--- config.mk ---
export PLATFORM = sky130hd
export DESIGN_NAME = qsb_sram_burst
export DESIGN_NICKNAME = d
export VERILOG_FILES = /design/src/qsb_pkg.sv /design/src/qsb_sram_burst.sv
export VERILOG_INCLUDE_DIRS = /design/src
export SDC_FILE = /design/constraint.sdc
export NUM_CORES = 2
export LEC_CHECK = 0
export BUFFER_PORTS_ARGS = -buffer_cell sky130_fd_sc_hd__buf_4
export CAP_MARGIN = 10
export CORE_ASPECT_RATIO = 0.7
export CORE_MARGIN = 1
export CORE_UTILIZATION = 45
export CTS_CLUSTER_DIAMETER = 50
export DETAILED_ROUTE_END_ITERATION = 12
export HOLD_SLACK_MARGIN = 0.15
export PLACE_DENSITY = 0.73
export SETUP_SLACK_MARGIN = 0.3
export SLEW_MARGIN = 40
export SYNTH_ARGS = -nofsm -noshare
export SYNTH_HDL_FRONTEND = slang
export SYNTH_SLANG_ARGS = --single-unit
--- constraint.sdc ---
create_clock -name clk_sys_in -period 2.5 [get_ports clk_sys_in]
set_clock_uncertainty 0.05 [all_clocks]
set_input_delay 0.125 -clock clk_sys_in [delete_from_list [all_inputs] [get_ports clk_sys_in]]
set_output_delay 0.125 -clock clk_sys_in [all_outputs]
set_load 0.03 [all_outputs]
--- src/qsb_defines.svh ---
// constants for the burst sram write-lane and sequencer block
`ifndef QSB_DEFINES_SVH
`define QSB_DEFINES_SVH

`define QSB_ADDR_W     4
`define QSB_LANE_W     9
`define QSB_LANES      4
`define QSB_DATA_W     36
`define QSB_WORDS      32
`define QSB_BEAT0      1'b0
`define QSB_BEAT1      1'b1
`define QSB_ORG_X9     2'h0
`define QSB_ORG_X18    2'h1
`define QSB_ORG_X36    2'h2
`define QSB_LANES_X9   3'h1
`define QSB_LANES_X18  3'h2
`define QSB_LANES_X36  3'h4

`endif

--- src/qsb_pkg.sv ---
// types for the burst sram write-lane and sequencer block
`include "qsb_defines.svh"
package qsb_pkg;

	typedef enum logic [1:0] {
		QSB_WR_IDLE  = 2'h0,
		QSB_WR_BEAT1 = 2'h1
	} qsb_wr_state_e;

	// one sample of every pin, synchronised as a group
	typedef struct packed {
		logic                    k;
		logic                    k_n;
		logic                    c;
		logic                    c_n;
		logic                    rd_sel_n;
		logic                    wr_sel_n;
		logic [`QSB_ADDR_W-1:0]  addr;
		logic [`QSB_DATA_W-1:0]  data;
		logic [`QSB_LANES-1:0]   mask;
	} qsb_pins_s;

	typedef struct packed {
		qsb_pins_s               sync1;
		qsb_pins_s               sync2;
		logic                    k_prev;
		logic                    k_n_prev;
		logic                    c_prev;
		logic                    c_n_prev;
		qsb_wr_state_e           wr_state;
		logic [`QSB_ADDR_W-1:0]  wr_addr;
		logic                    rd_pend_v;
		logic [`QSB_ADDR_W-1:0]  rd_pend_addr;
		logic                    rd_arm_v;
		logic [`QSB_ADDR_W-1:0]  rd_arm_addr;
		logic                    rd_b1_v;
		logic [`QSB_ADDR_W-1:0]  rd_b1_addr;
		logic [`QSB_DATA_W-1:0]  q;
		logic                    q_oe;
	} qsb_state_s;

endpackage

--- src/qsb_sram_burst.sv ---
// two-beat burst sram core with lane-masked writes, seen from the pins
//
// Summary of operation
// x9: mask low writes bits 0-8
// x18: mask0 gates 0-8, mask1 gates 9-17
// x36: four masks gate four 9-bit lanes
// masks sampled separately on each write beat
// address extended by internal beat bit
// beat order fixed: base+0 then base+1
// every burst ends after exactly two beats
// read and write sequencers run concurrently
// write sequencer advances only on input clock rises; read beats move on output clock rises
// write: select low at clock rise, two beats
// read word0 at C# t+1, word1 at C t+2
// both output clocks high: use input clocks
// selects registered only on input clock rise
// masked lanes keep their stored contents
`timescale 1ns/1ps
`include "qsb_defines.svh"

module qsb_sram_burst #(
	parameter logic [1:0] ORG = `QSB_ORG_X36
) (
	input  wire logic                    clk_sys_in,
	input  wire logic                    rst_n_in,
	input  wire logic                    in_clk_in,
	input  wire logic                    in_clk_n_in,
	input  wire logic                    out_clk_in,
	input  wire logic                    out_clk_n_in,
	input  wire logic                    rd_sel_n_in,
	input  wire logic                    wr_sel_n_in,
	input  wire logic [`QSB_ADDR_W-1:0]  addr_in,
	input  wire logic [`QSB_DATA_W-1:0]  data_in,
	input  wire logic                    lane_write_mask_0_in,
	input  wire logic                    lane_write_mask_1_in,
	input  wire logic                    lane_write_mask_2_in,
	input  wire logic                    lane_write_mask_3_in,
	output logic      [`QSB_DATA_W-1:0]  q_out,
	output logic                         q_oe_out
);

	// number of lanes the chosen organisation really has
	localparam logic [2:0] LANES_USED =
		(ORG == `QSB_ORG_X9)  ? `QSB_LANES_X9  :
		(ORG == `QSB_ORG_X18) ? `QSB_LANES_X18 : `QSB_LANES_X36;

	localparam int IDX_W = `QSB_ADDR_W + 1;

	qsb_pkg::qsb_state_s                 st_reg;
	qsb_pkg::qsb_state_s                 st_next;
	qsb_pkg::qsb_pins_s                  pins;
	qsb_pkg::qsb_pins_s                  smp;
	logic                                k_rise;
	logic                                k_n_rise;
	logic                                oc_rise;
	logic                                oc_n_rise;
	logic                                wr_en;
	logic [IDX_W-1:0]                    wr_idx;
	logic [IDX_W-1:0]                    rd_idx;
	logic [`QSB_DATA_W-1:0]              rd_word;
	logic [`QSB_LANES-1:0]               lane_we;

	// all pins travel as one bundle so beats stay aligned after syncing
	always_comb begin
		pins.k        = in_clk_in;
		pins.k_n      = in_clk_n_in;
		pins.c        = out_clk_in;
		pins.c_n      = out_clk_n_in;
		pins.rd_sel_n = rd_sel_n_in;
		pins.wr_sel_n = wr_sel_n_in;
		pins.addr     = addr_in;
		pins.data     = data_in;
		pins.mask     = {lane_write_mask_3_in, lane_write_mask_2_in,
			lane_write_mask_1_in, lane_write_mask_0_in};
	end

	// edges found on the second sync stage only
	always_comb begin
		smp       = st_reg.sync2;
		k_rise    = smp.k & ~st_reg.k_prev;
		k_n_rise  = smp.k_n & ~st_reg.k_n_prev;
		// both output clocks parked high: deliver on input clocks
		if (smp.c && smp.c_n) begin
			oc_rise   = k_rise;
			oc_n_rise = k_n_rise;
		end else begin
			oc_rise   = smp.c & ~st_reg.c_prev;
			oc_n_rise = smp.c_n & ~st_reg.c_n_prev;
		end
	end

	// lane enables for the beat being written; unused lanes never write
	generate
		for (genvar i = 0; i < `QSB_LANES; i++) begin : g_lane_en
			assign lane_we[i] = wr_en && (i < LANES_USED)
				&& !smp.mask[i];
		end
	endgenerate

	// next-state logic for both sequencers
	always_comb begin
		st_next          = st_reg;
		st_next.sync1    = pins;
		st_next.sync2    = st_reg.sync1;
		st_next.k_prev   = smp.k;
		st_next.k_n_prev = smp.k_n;
		st_next.c_prev   = smp.c;
		st_next.c_n_prev = smp.c_n;
		wr_en            = 1'b0;
		wr_idx           = {st_reg.wr_addr, `QSB_BEAT0};

		// write sequencer: state moves only on input clock and input clock-bar rises
		case (st_reg.wr_state)
		qsb_pkg::QSB_WR_IDLE: begin
			if (k_rise && !smp.wr_sel_n) begin
				st_next.wr_addr  = smp.addr;
				st_next.wr_state = qsb_pkg::QSB_WR_BEAT1;
				wr_en            = 1'b1;
				wr_idx           = {smp.addr, `QSB_BEAT0};
			end
		end
		qsb_pkg::QSB_WR_BEAT1: begin
			// second beat on the complementary clock, then done
			if (k_n_rise) begin
				wr_en            = 1'b1;
				wr_idx           = {st_reg.wr_addr, `QSB_BEAT1};
				st_next.wr_state = qsb_pkg::QSB_WR_IDLE;
			end
		end
		default: begin
			st_next.wr_state = qsb_pkg::QSB_WR_IDLE;
		end
		endcase

		// read sequencer, independent of the write side
		rd_idx = {st_reg.rd_arm_addr, `QSB_BEAT0};
		if (oc_n_rise) begin
			rd_idx = {st_reg.rd_arm_addr, `QSB_BEAT0};
		end else if (oc_rise) begin
			rd_idx = {st_reg.rd_b1_addr, `QSB_BEAT1};
		end
		// output-clock rise: beat 1 or float, and arm the pending read
		if (oc_rise) begin
			st_next.q_oe     = st_reg.rd_b1_v;
			st_next.q        = st_reg.rd_b1_v ? rd_word : st_reg.q;
			st_next.rd_b1_v  = 1'b0;
			st_next.rd_arm_v = st_reg.rd_pend_v;
			st_next.rd_arm_addr = st_reg.rd_pend_addr;
			st_next.rd_pend_v = 1'b0;
		end
		// output-clock-bar rise of the next cycle: beat 0
		if (oc_n_rise && st_reg.rd_arm_v) begin
			st_next.q          = rd_word;
			st_next.q_oe       = 1'b1;
			st_next.rd_b1_v    = 1'b1;
			st_next.rd_b1_addr = st_reg.rd_arm_addr;
			st_next.rd_arm_v   = 1'b0;
		end
		// a new read is loaded only on input clock rise
		if (k_rise && !smp.rd_sel_n) begin
			st_next.rd_pend_v    = 1'b1;
			st_next.rd_pend_addr = smp.addr;
		end
	end

	// storage: one array per lane so masked lanes are simply left alone
	generate
		for (genvar i = 0; i < `QSB_LANES; i++) begin : g_lane_mem
			logic [`QSB_LANE_W-1:0] mem [0:`QSB_WORDS-1];
			always_ff @(posedge clk_sys_in) begin
				if (lane_we[i]) begin
					mem[wr_idx] <= smp.data[i*`QSB_LANE_W +:
						`QSB_LANE_W];
				end
			end
			// read of a lane outside the organisation shows zero
			assign rd_word[i*`QSB_LANE_W +: `QSB_LANE_W] =
				(i < LANES_USED) ? mem[rd_idx] : '0;
		end
	endgenerate

	// state register; memory contents are not reset
	always_ff @(posedge clk_sys_in or negedge rst_n_in) begin
		if (!rst_n_in) begin
			st_reg          <= '0;
			st_reg.wr_state <= qsb_pkg::QSB_WR_IDLE;
			st_reg.sync1.rd_sel_n <= 1'b1;
			st_reg.sync1.wr_sel_n <= 1'b1;
			st_reg.sync2.rd_sel_n <= 1'b1;
			st_reg.sync2.wr_sel_n <= 1'b1;
		end else begin
			st_reg <= st_next;
		end
	end

	assign q_out    = st_reg.q;
	assign q_oe_out = st_reg.q_oe;

endmodule

* Yosys cells after proc, flatten, opt, wreduce, memory -nomap -nowiden
Memories as Yosys holds them, arrays and structs flattened. Cells that the tools add are included. W data, S select, Z words.
Operators by class: bitwise logic cells 8, equality and inequality tests 3, reduce and logical (&&, ||, !) cells 21, mux-type cells 28
Operators with widths (number):
- $mux W42 | 1
- $mux W37 | 1
- $mux W36 | 1
- $mux W5 | 4
- $mux W1 | 15
- $mux W6 | 2
- $pmux W5 S2 | 1
- $logic_and A1 B1 Y1 | 8
- $logic_not A1 Y1 | 6
- $reduce_and A2 Y1 | 3
- $reduce_bool A2 Y1 | 3
- $and A1 B1 Y1 | 4
- $ne A2 B2 Y1 const B | 2
- $not A1 Y1 | 4
- $pmux W2 S2 | 1
- $eq A2 B1 Y1 const B | 1
- $logic_not A2 Y1 | 1
- $mux W2 | 1
- $pmux W1 S2 | 1
Storage, ports and cells: output and inout bits 37, memories kept 4, bits in registers 162, logic and storage cells 96, RAM bits 1152
Memory list:
- g_lane_mem[0].mem | depth 32, bits a word 9, rd ports 1, clocked after Yosys merged registers in 0, write ports 1, RTL line qsb_sram_burst.sv:169 | logic [`QSB_LANE_W-1:0] mem [0:`QSB_WORDS-1];
- g_lane_mem[1].mem | depth 32, bits a word 9, rd ports 1, clocked after Yosys merged registers in 0, write ports 1, RTL line qsb_sram_burst.sv:169
- g_lane_mem[2].mem | depth 32, bits a word 9, rd ports 1, clocked after Yosys merged registers in 0, write ports 1, RTL line qsb_sram_burst.sv:169
- g_lane_mem[3].mem | depth 32, bits a word 9, rd ports 1, clocked after Yosys merged registers in 0, write ports 1, RTL line qsb_sram_burst.sv:169

* Logic depth before layout (Yosys ltp)
An unclocked memory read counts as a cell.
depth after elaboration 9, depth in mapped cells 9

* Worst setup path after synthesis
Ideal clock, no wire load.
kind register to register, start point register st_reg[56] (netlist name), end point memory g_lane_mem[0].mem[12][0] (netlist name) (enable), buffers on the path 0, cell stages (with the launch flop) 7, path slack -250 ps, arrival time 2326 ps, cells stage by stage dfrtp_1 > nor4b_4 > mux2i_1 > inv_1 > nor3_1 > nand2_1 > nor2_1
Between the ends: cells in the longest elaborated chain, start to end 5, elaborated cells on any way between the ends 7
RTL lines:
- start, declared | RTL line qsb_sram_burst.sv:49 | qsb_pkg::qsb_state_s st_reg;
- start signal, assigned | RTL line qsb_sram_burst.sv:192 | st_reg <= st_next;
- $eq A2 B1 Y1 / $logic_not A2 Y1 (equally long branches) | RTL line qsb_sram_burst.sv:113 | case (st_reg.wr_state)
- $pmux W1 S2 | RTL line qsb_sram_burst.sv:113
- $logic_and A1 B1 Y1 | RTL line qsb_sram_burst.sv:96 | && !smp.mask[i];
- $mux W1 | RTL line qsb_sram_burst.sv:171 | if (lane_we[i]) begin
- $mux W1 | RTL line qsb_sram_burst.sv:172 | mem[wr_idx] <= smp.data[i*`QSB_LANE_W +:
- end, declared | RTL line qsb_sram_burst.sv:169
Parallel ways exist; a longest one is shown, timed or not.

* Worst setup path after layout
start point register st_reg[56] (netlist name), end point memory g_lane_mem[3].mem[15][6] (netlist name) (enable)
Between the ends: cells in the longest elaborated chain, start to end 5, elaborated cells on any way between the ends 7
RTL lines (RTL line):
- $eq A2 B1 Y1 / $logic_not A2 Y1 (equally long branches) | qsb_sram_burst.sv:113
- $pmux W1 S2 | qsb_sram_burst.sv:113
- $logic_and A1 B1 Y1 | qsb_sram_burst.sv:96
- $mux W1 | qsb_sram_burst.sv:171
- $mux W1 | qsb_sram_burst.sv:172
- end, declared | qsb_sram_burst.sv:169
Parallel ways exist; a longest one is shown, timed or not.

==> run_results.csv <==
group,metric,value,unit
die,die_area,111000,µm²
grt,grt_overflow,0,
cts,clkLatencyLatePin,740,ps
cts,root_buffer,"clkbuf_16",
timing,slew_viol_final,0,
timing,setup_violations,1168,
synthesis,syn_inst,2392,
routing,firstDrtPassIters,6,
cts,cts_made_buffers,115,
pwr,vdd_ir_drop_max,721,µV
pwr,pwr-share-clk,31.4,%
outcome,status,"finished, violations left",
cts,path_clk_slew,70,ps
layout,drive_gt1_share,38.6,%
layout,area_delta_synth_final,25.4,%
layout,finalNetCount,2973,
pwr,switchingPower,15.9,mW
routing,drtIter0Drc,3717,
timing,max_slew_margin,51.9,%
timing,max_freq,0.361,GHz
layout,post-route-util,57.0,%
grt,grt_max_degree,70,
layout,largest_register_ffs,1152,
routing,wl,130000,µm
place,pre_cts_ws,-311,ps
layout,largest_register,"g_lane_mem.mem",
cts,clockBufferDepth,3,
critical_path,required,2880,ps
timing,hold_slack,294,ps
timing,finalHoldViolations,0,
timing,fin_crit_sh,111,%
layout,multi_input_area,11000,µm²
hold_path,hold_path_class,"register to register",
critical_path,critPathArrivalTime,3150,ps
routing,postRouteAntennaNets,0,
critical_path,cp-end-kind,"register",
synthesis,synth.area.top_cells,"edfxtp_1 (70%), mux4_2 (13%), dfrtp_1 (7.9%)",
timing,worst_pin_slew,721,ps
pwr,power_frac_comb,24.6,%
critical_path,ff2ff_setup_slack,-270,ps
timing,setup_slack,-269,ps
place,gp_congestion,0.853,
die,start_util,45.5,%
critical_path,path_max_fanout,9,
die,io_pins,89,
pwr,netSwitchingFraction,28.1,%
die,placementRows,101,
synthesis,synth_area,49400,µm²
cts,cts_tree,"done",
cts,clock-sinks,1313,
hold_path,holdCritStartpoint,"st_next[77]$_DFF_PN0_",
routing,vias,26800,
die,die-width,398,µm
critical_path,reg2reg_to,"g_lane_mem[3].mem[15][6]$_DFFE_PP_",
hold_path,whs_path_depth,0,
routing,viasPerCell,6.01,
die,die_h,279,µm
die,core,109000,µm²
synthesis,synthDistinctLibCells,47,
routing,drc,0,
cts,cts.htree.levels,3,
pwr,power,56.7,mW
hold_path,hold_end,"smp[15]$_DFF_PN0_",
timing,rsz0062_at_grt,"true",
synthesis,yosys_warnings,0,
pwr,leakagePower,20.5,nW
critical_path,r2r_cells,11,
grt,grt.total_usage,23.3,%
synthesis,ys_ff_latch,1313,
timing,period_minus_slack,2770,ps
layout,register_area,38600,µm²
grt,first_global_vias,27300,
grt,antenna_found_initial,1,
place,placed_area,54900,µm²
routing,wire_per_inst,29.2,µm
critical_path,r2r-start,"st_reg[56]$_DFFE_PN0P_",
place,dp_hpwl,79100,µm
critical_path,path_class,"register to register",
pwr,cellPowerDensity,916,nW/µm²
layout,fillCellCount,7667,
outcome,violations,"negative setup slack",
grt,grt_pass1_wl,186000,µm
synthesis,postSynthAreaPerCell,20.7,µm²
synthesis,ys_seq_area_share,78.2,%
pwr,p_int,40.8,mW
synthesis,syn_nets,2444,
layout,design_area,62000,µm²
synthesis,synth_top_area_share,70.0,%
run,drv_cap,0,
critical_path,cp-start-kind,"register",
synthesis,synth_top_area_cell,"edfxtp_1",
place,numPortBuffers,88,
pwr,power_frac_seq,44.0,%
## area by class of cell
cell class | instances | share of cell area (%)
sequential | 1313 | 62.4
multi-input combinational | 879 | 17.8
timing repair buffer | 586 | 10.6
clock buffer | 154 | 5.11
tap | 1442 | 2.91
clock inverter | 63 | 0.969
inverter | 26 | 0.168
antenna | 1 | 0.00404
## repair_timing
action	in CTS	in global routing
pin swaps	54	23
hold endpoints to repair	211	0
endpoints found under the setup margin	1188	1188
hold buffers	102	0
gates resized for setup	263	116
cloned	21	9
buffers inserted	29	12
## cell usage after synthesis (all sizes together)
| cell type | instances |
|---|---|
| a21boi | 13 |
| a21o | 1 |
| a21oi | 64 |
| a221o | 21 |
| a222oi | 15 |
| a22oi | 1 |
| a31o | 1 |
| and2 | 9 |
| and3 | 2 |
| and3b | 1 |
| and4b | 1 |
| buf | 106 |
| clkbuf | 69 |
| dfrtp | 157 |
| dfstp | 4 |
| edfxtp | 1152 |
| inv | 26 |
| mux2 | 10 |
| mux2i | 7 |
| mux4 | 288 |
| nand2 | 45 |
| nand2b | 5 |
| nand3b | 2 |
| nand4b | 1 |
| nor2 | 173 |
| nor2b | 1 |
| nor3 | 2 |
| nor3b | 1 |
| nor4b | 1 |
| o211ai | 1 |
| o21a | 1 |
| o21ai | 106 |
| o21bai | 1 |
| o221ai | 29 |
| o22ai | 72 |
| o311ai | 1 |
| o32ai | 1 |
| or3b | 1 |
## power groups by stage
stage          sequential, mW  combinational, mW  clock [mW]
4_1_cts                  25.0               13.4        18.0
3_5_place_dp             25.4               12.5           0
6_report                 25.0               13.9        17.8
3_3_place_gp             25.4               12.3           0
5_1_grt                  25.0               14.6        18.9
2_1_floorplan            25.2               8.07           0
## stage by stage
step,std cells,TNS (ps)
finish,4464,-173610
global route,4464,-227510
detailed placement,4073,-63110
CTS,4442,-0.863
floorplan,2392,-57300
global placement,4073,-53060
## how the worst max path moves through the flow
| stage | slack, ps | endpoint | start | depth (start not counted) |
|---|---|---|---|---|
| after detailed placement | -310 | g_lane_mem[0].mem[24][8]$_DFFE_PP_ | st_reg[56]$_DFFE_PN0P_ | 9 |
| after global routing | -330 | g_lane_mem[3].mem[15][6]$_DFFE_PP_ | st_reg[56]$_DFFE_PN0P_ | 11 |
| after CTS | -0.5 | g_lane_mem[3].mem[20][2]$_DFFE_PP_ | st_reg[56]$_DFFE_PN0P_ | 11 |
| after global placement | -330 | g_lane_mem[1].mem[24][4]$_DFFE_PP_ | st_reg[56]$_DFFE_PN0P_ | 9 |
| after floorplan | -90 | g_lane_mem[0].mem[13][0]$_DFFE_PP_ | st_reg[56]$_DFFE_PN0P_ | 6 |
| final | -270 | g_lane_mem[3].mem[15][6]$_DFFE_PP_ | st_reg[56]$_DFFE_PN0P_ | 11 |
## logic make-up (layout without fill, tap and decap cells)
family	after synthesis	count (layout)	synth area share [%]
AOI/OAI and AO/OA	328	328	4.29
other	0	1	0
and+or+nand+nor	245	246	2.07
buffers and inverters	201	829	1.99
muxes	305	305	13.5
DFF	1313	1313	78.2
## per-layer routing
layer  global-route usage [%]  wire (µm)
met1                     33.1      50500
met2                     34.7      60200
met3                     6.93      16300
met4                     6.91       3440
met5                        0          0
## cell usage in the layout, fill, tap and decap left out, types with 9 or more instances in the layout
| cell | netlist | routed |
|---|---|---|
| o221ai_1 | 29 | 19 |
| nor2_2 | 0 | 23 |
| o21ai_0 | 97 | 87 |
| mux2_2 | 10 | 10 |
| a21oi_1 | 64 | 59 |
| buf_12 | 0 | 106 |
| inv_1 | 25 | 22 |
| buf_6 | 3 | 93 |
| edfxtp_1 | 1152 | 1152 |
| o21ai_1 | 9 | 15 |
| clkbuf_16 | 0 | 122 |
| nor2_1 | 173 | 66 |
| clkinv_1 | 0 | 13 |
| mux4_2 | 288 | 288 |
| buf_8 | 0 | 10 |
| a21boi_1 | 12 | 9 |
| nor2_4 | 0 | 85 |
| dfrtp_1 | 157 | 149 |
| bufinv_16 | 0 | 9 |
| clkbuf_1 | 68 | 28 |
| nand2_2 | 0 | 15 |
| a222oi_1 | 15 | 15 |
| dlygate4sd3_1 | 0 | 102 |
| nand2_4 | 0 | 11 |
| a221o_1 | 21 | 21 |
| buf_4 | 38 | 265 |
| clkinv_2 | 0 | 28 |
| o22ai_1 | 71 | 59 |
| nand2_1 | 45 | 16 |
| clkbuf_8 | 0 | 9 |
## worst max-delay path, cell delays in order (launching register included)
cell and delay, ps:
dfrtp_1 440, nor4b_4 370, buf_6 170, buf_6 100
mux2i_4 300, inv_4 110, nor3_4 200, buf_6 160
nand2_2 110, buf_8 210, nor2_4 100, buf_12 140
Power figures use the tool's default switching activity.
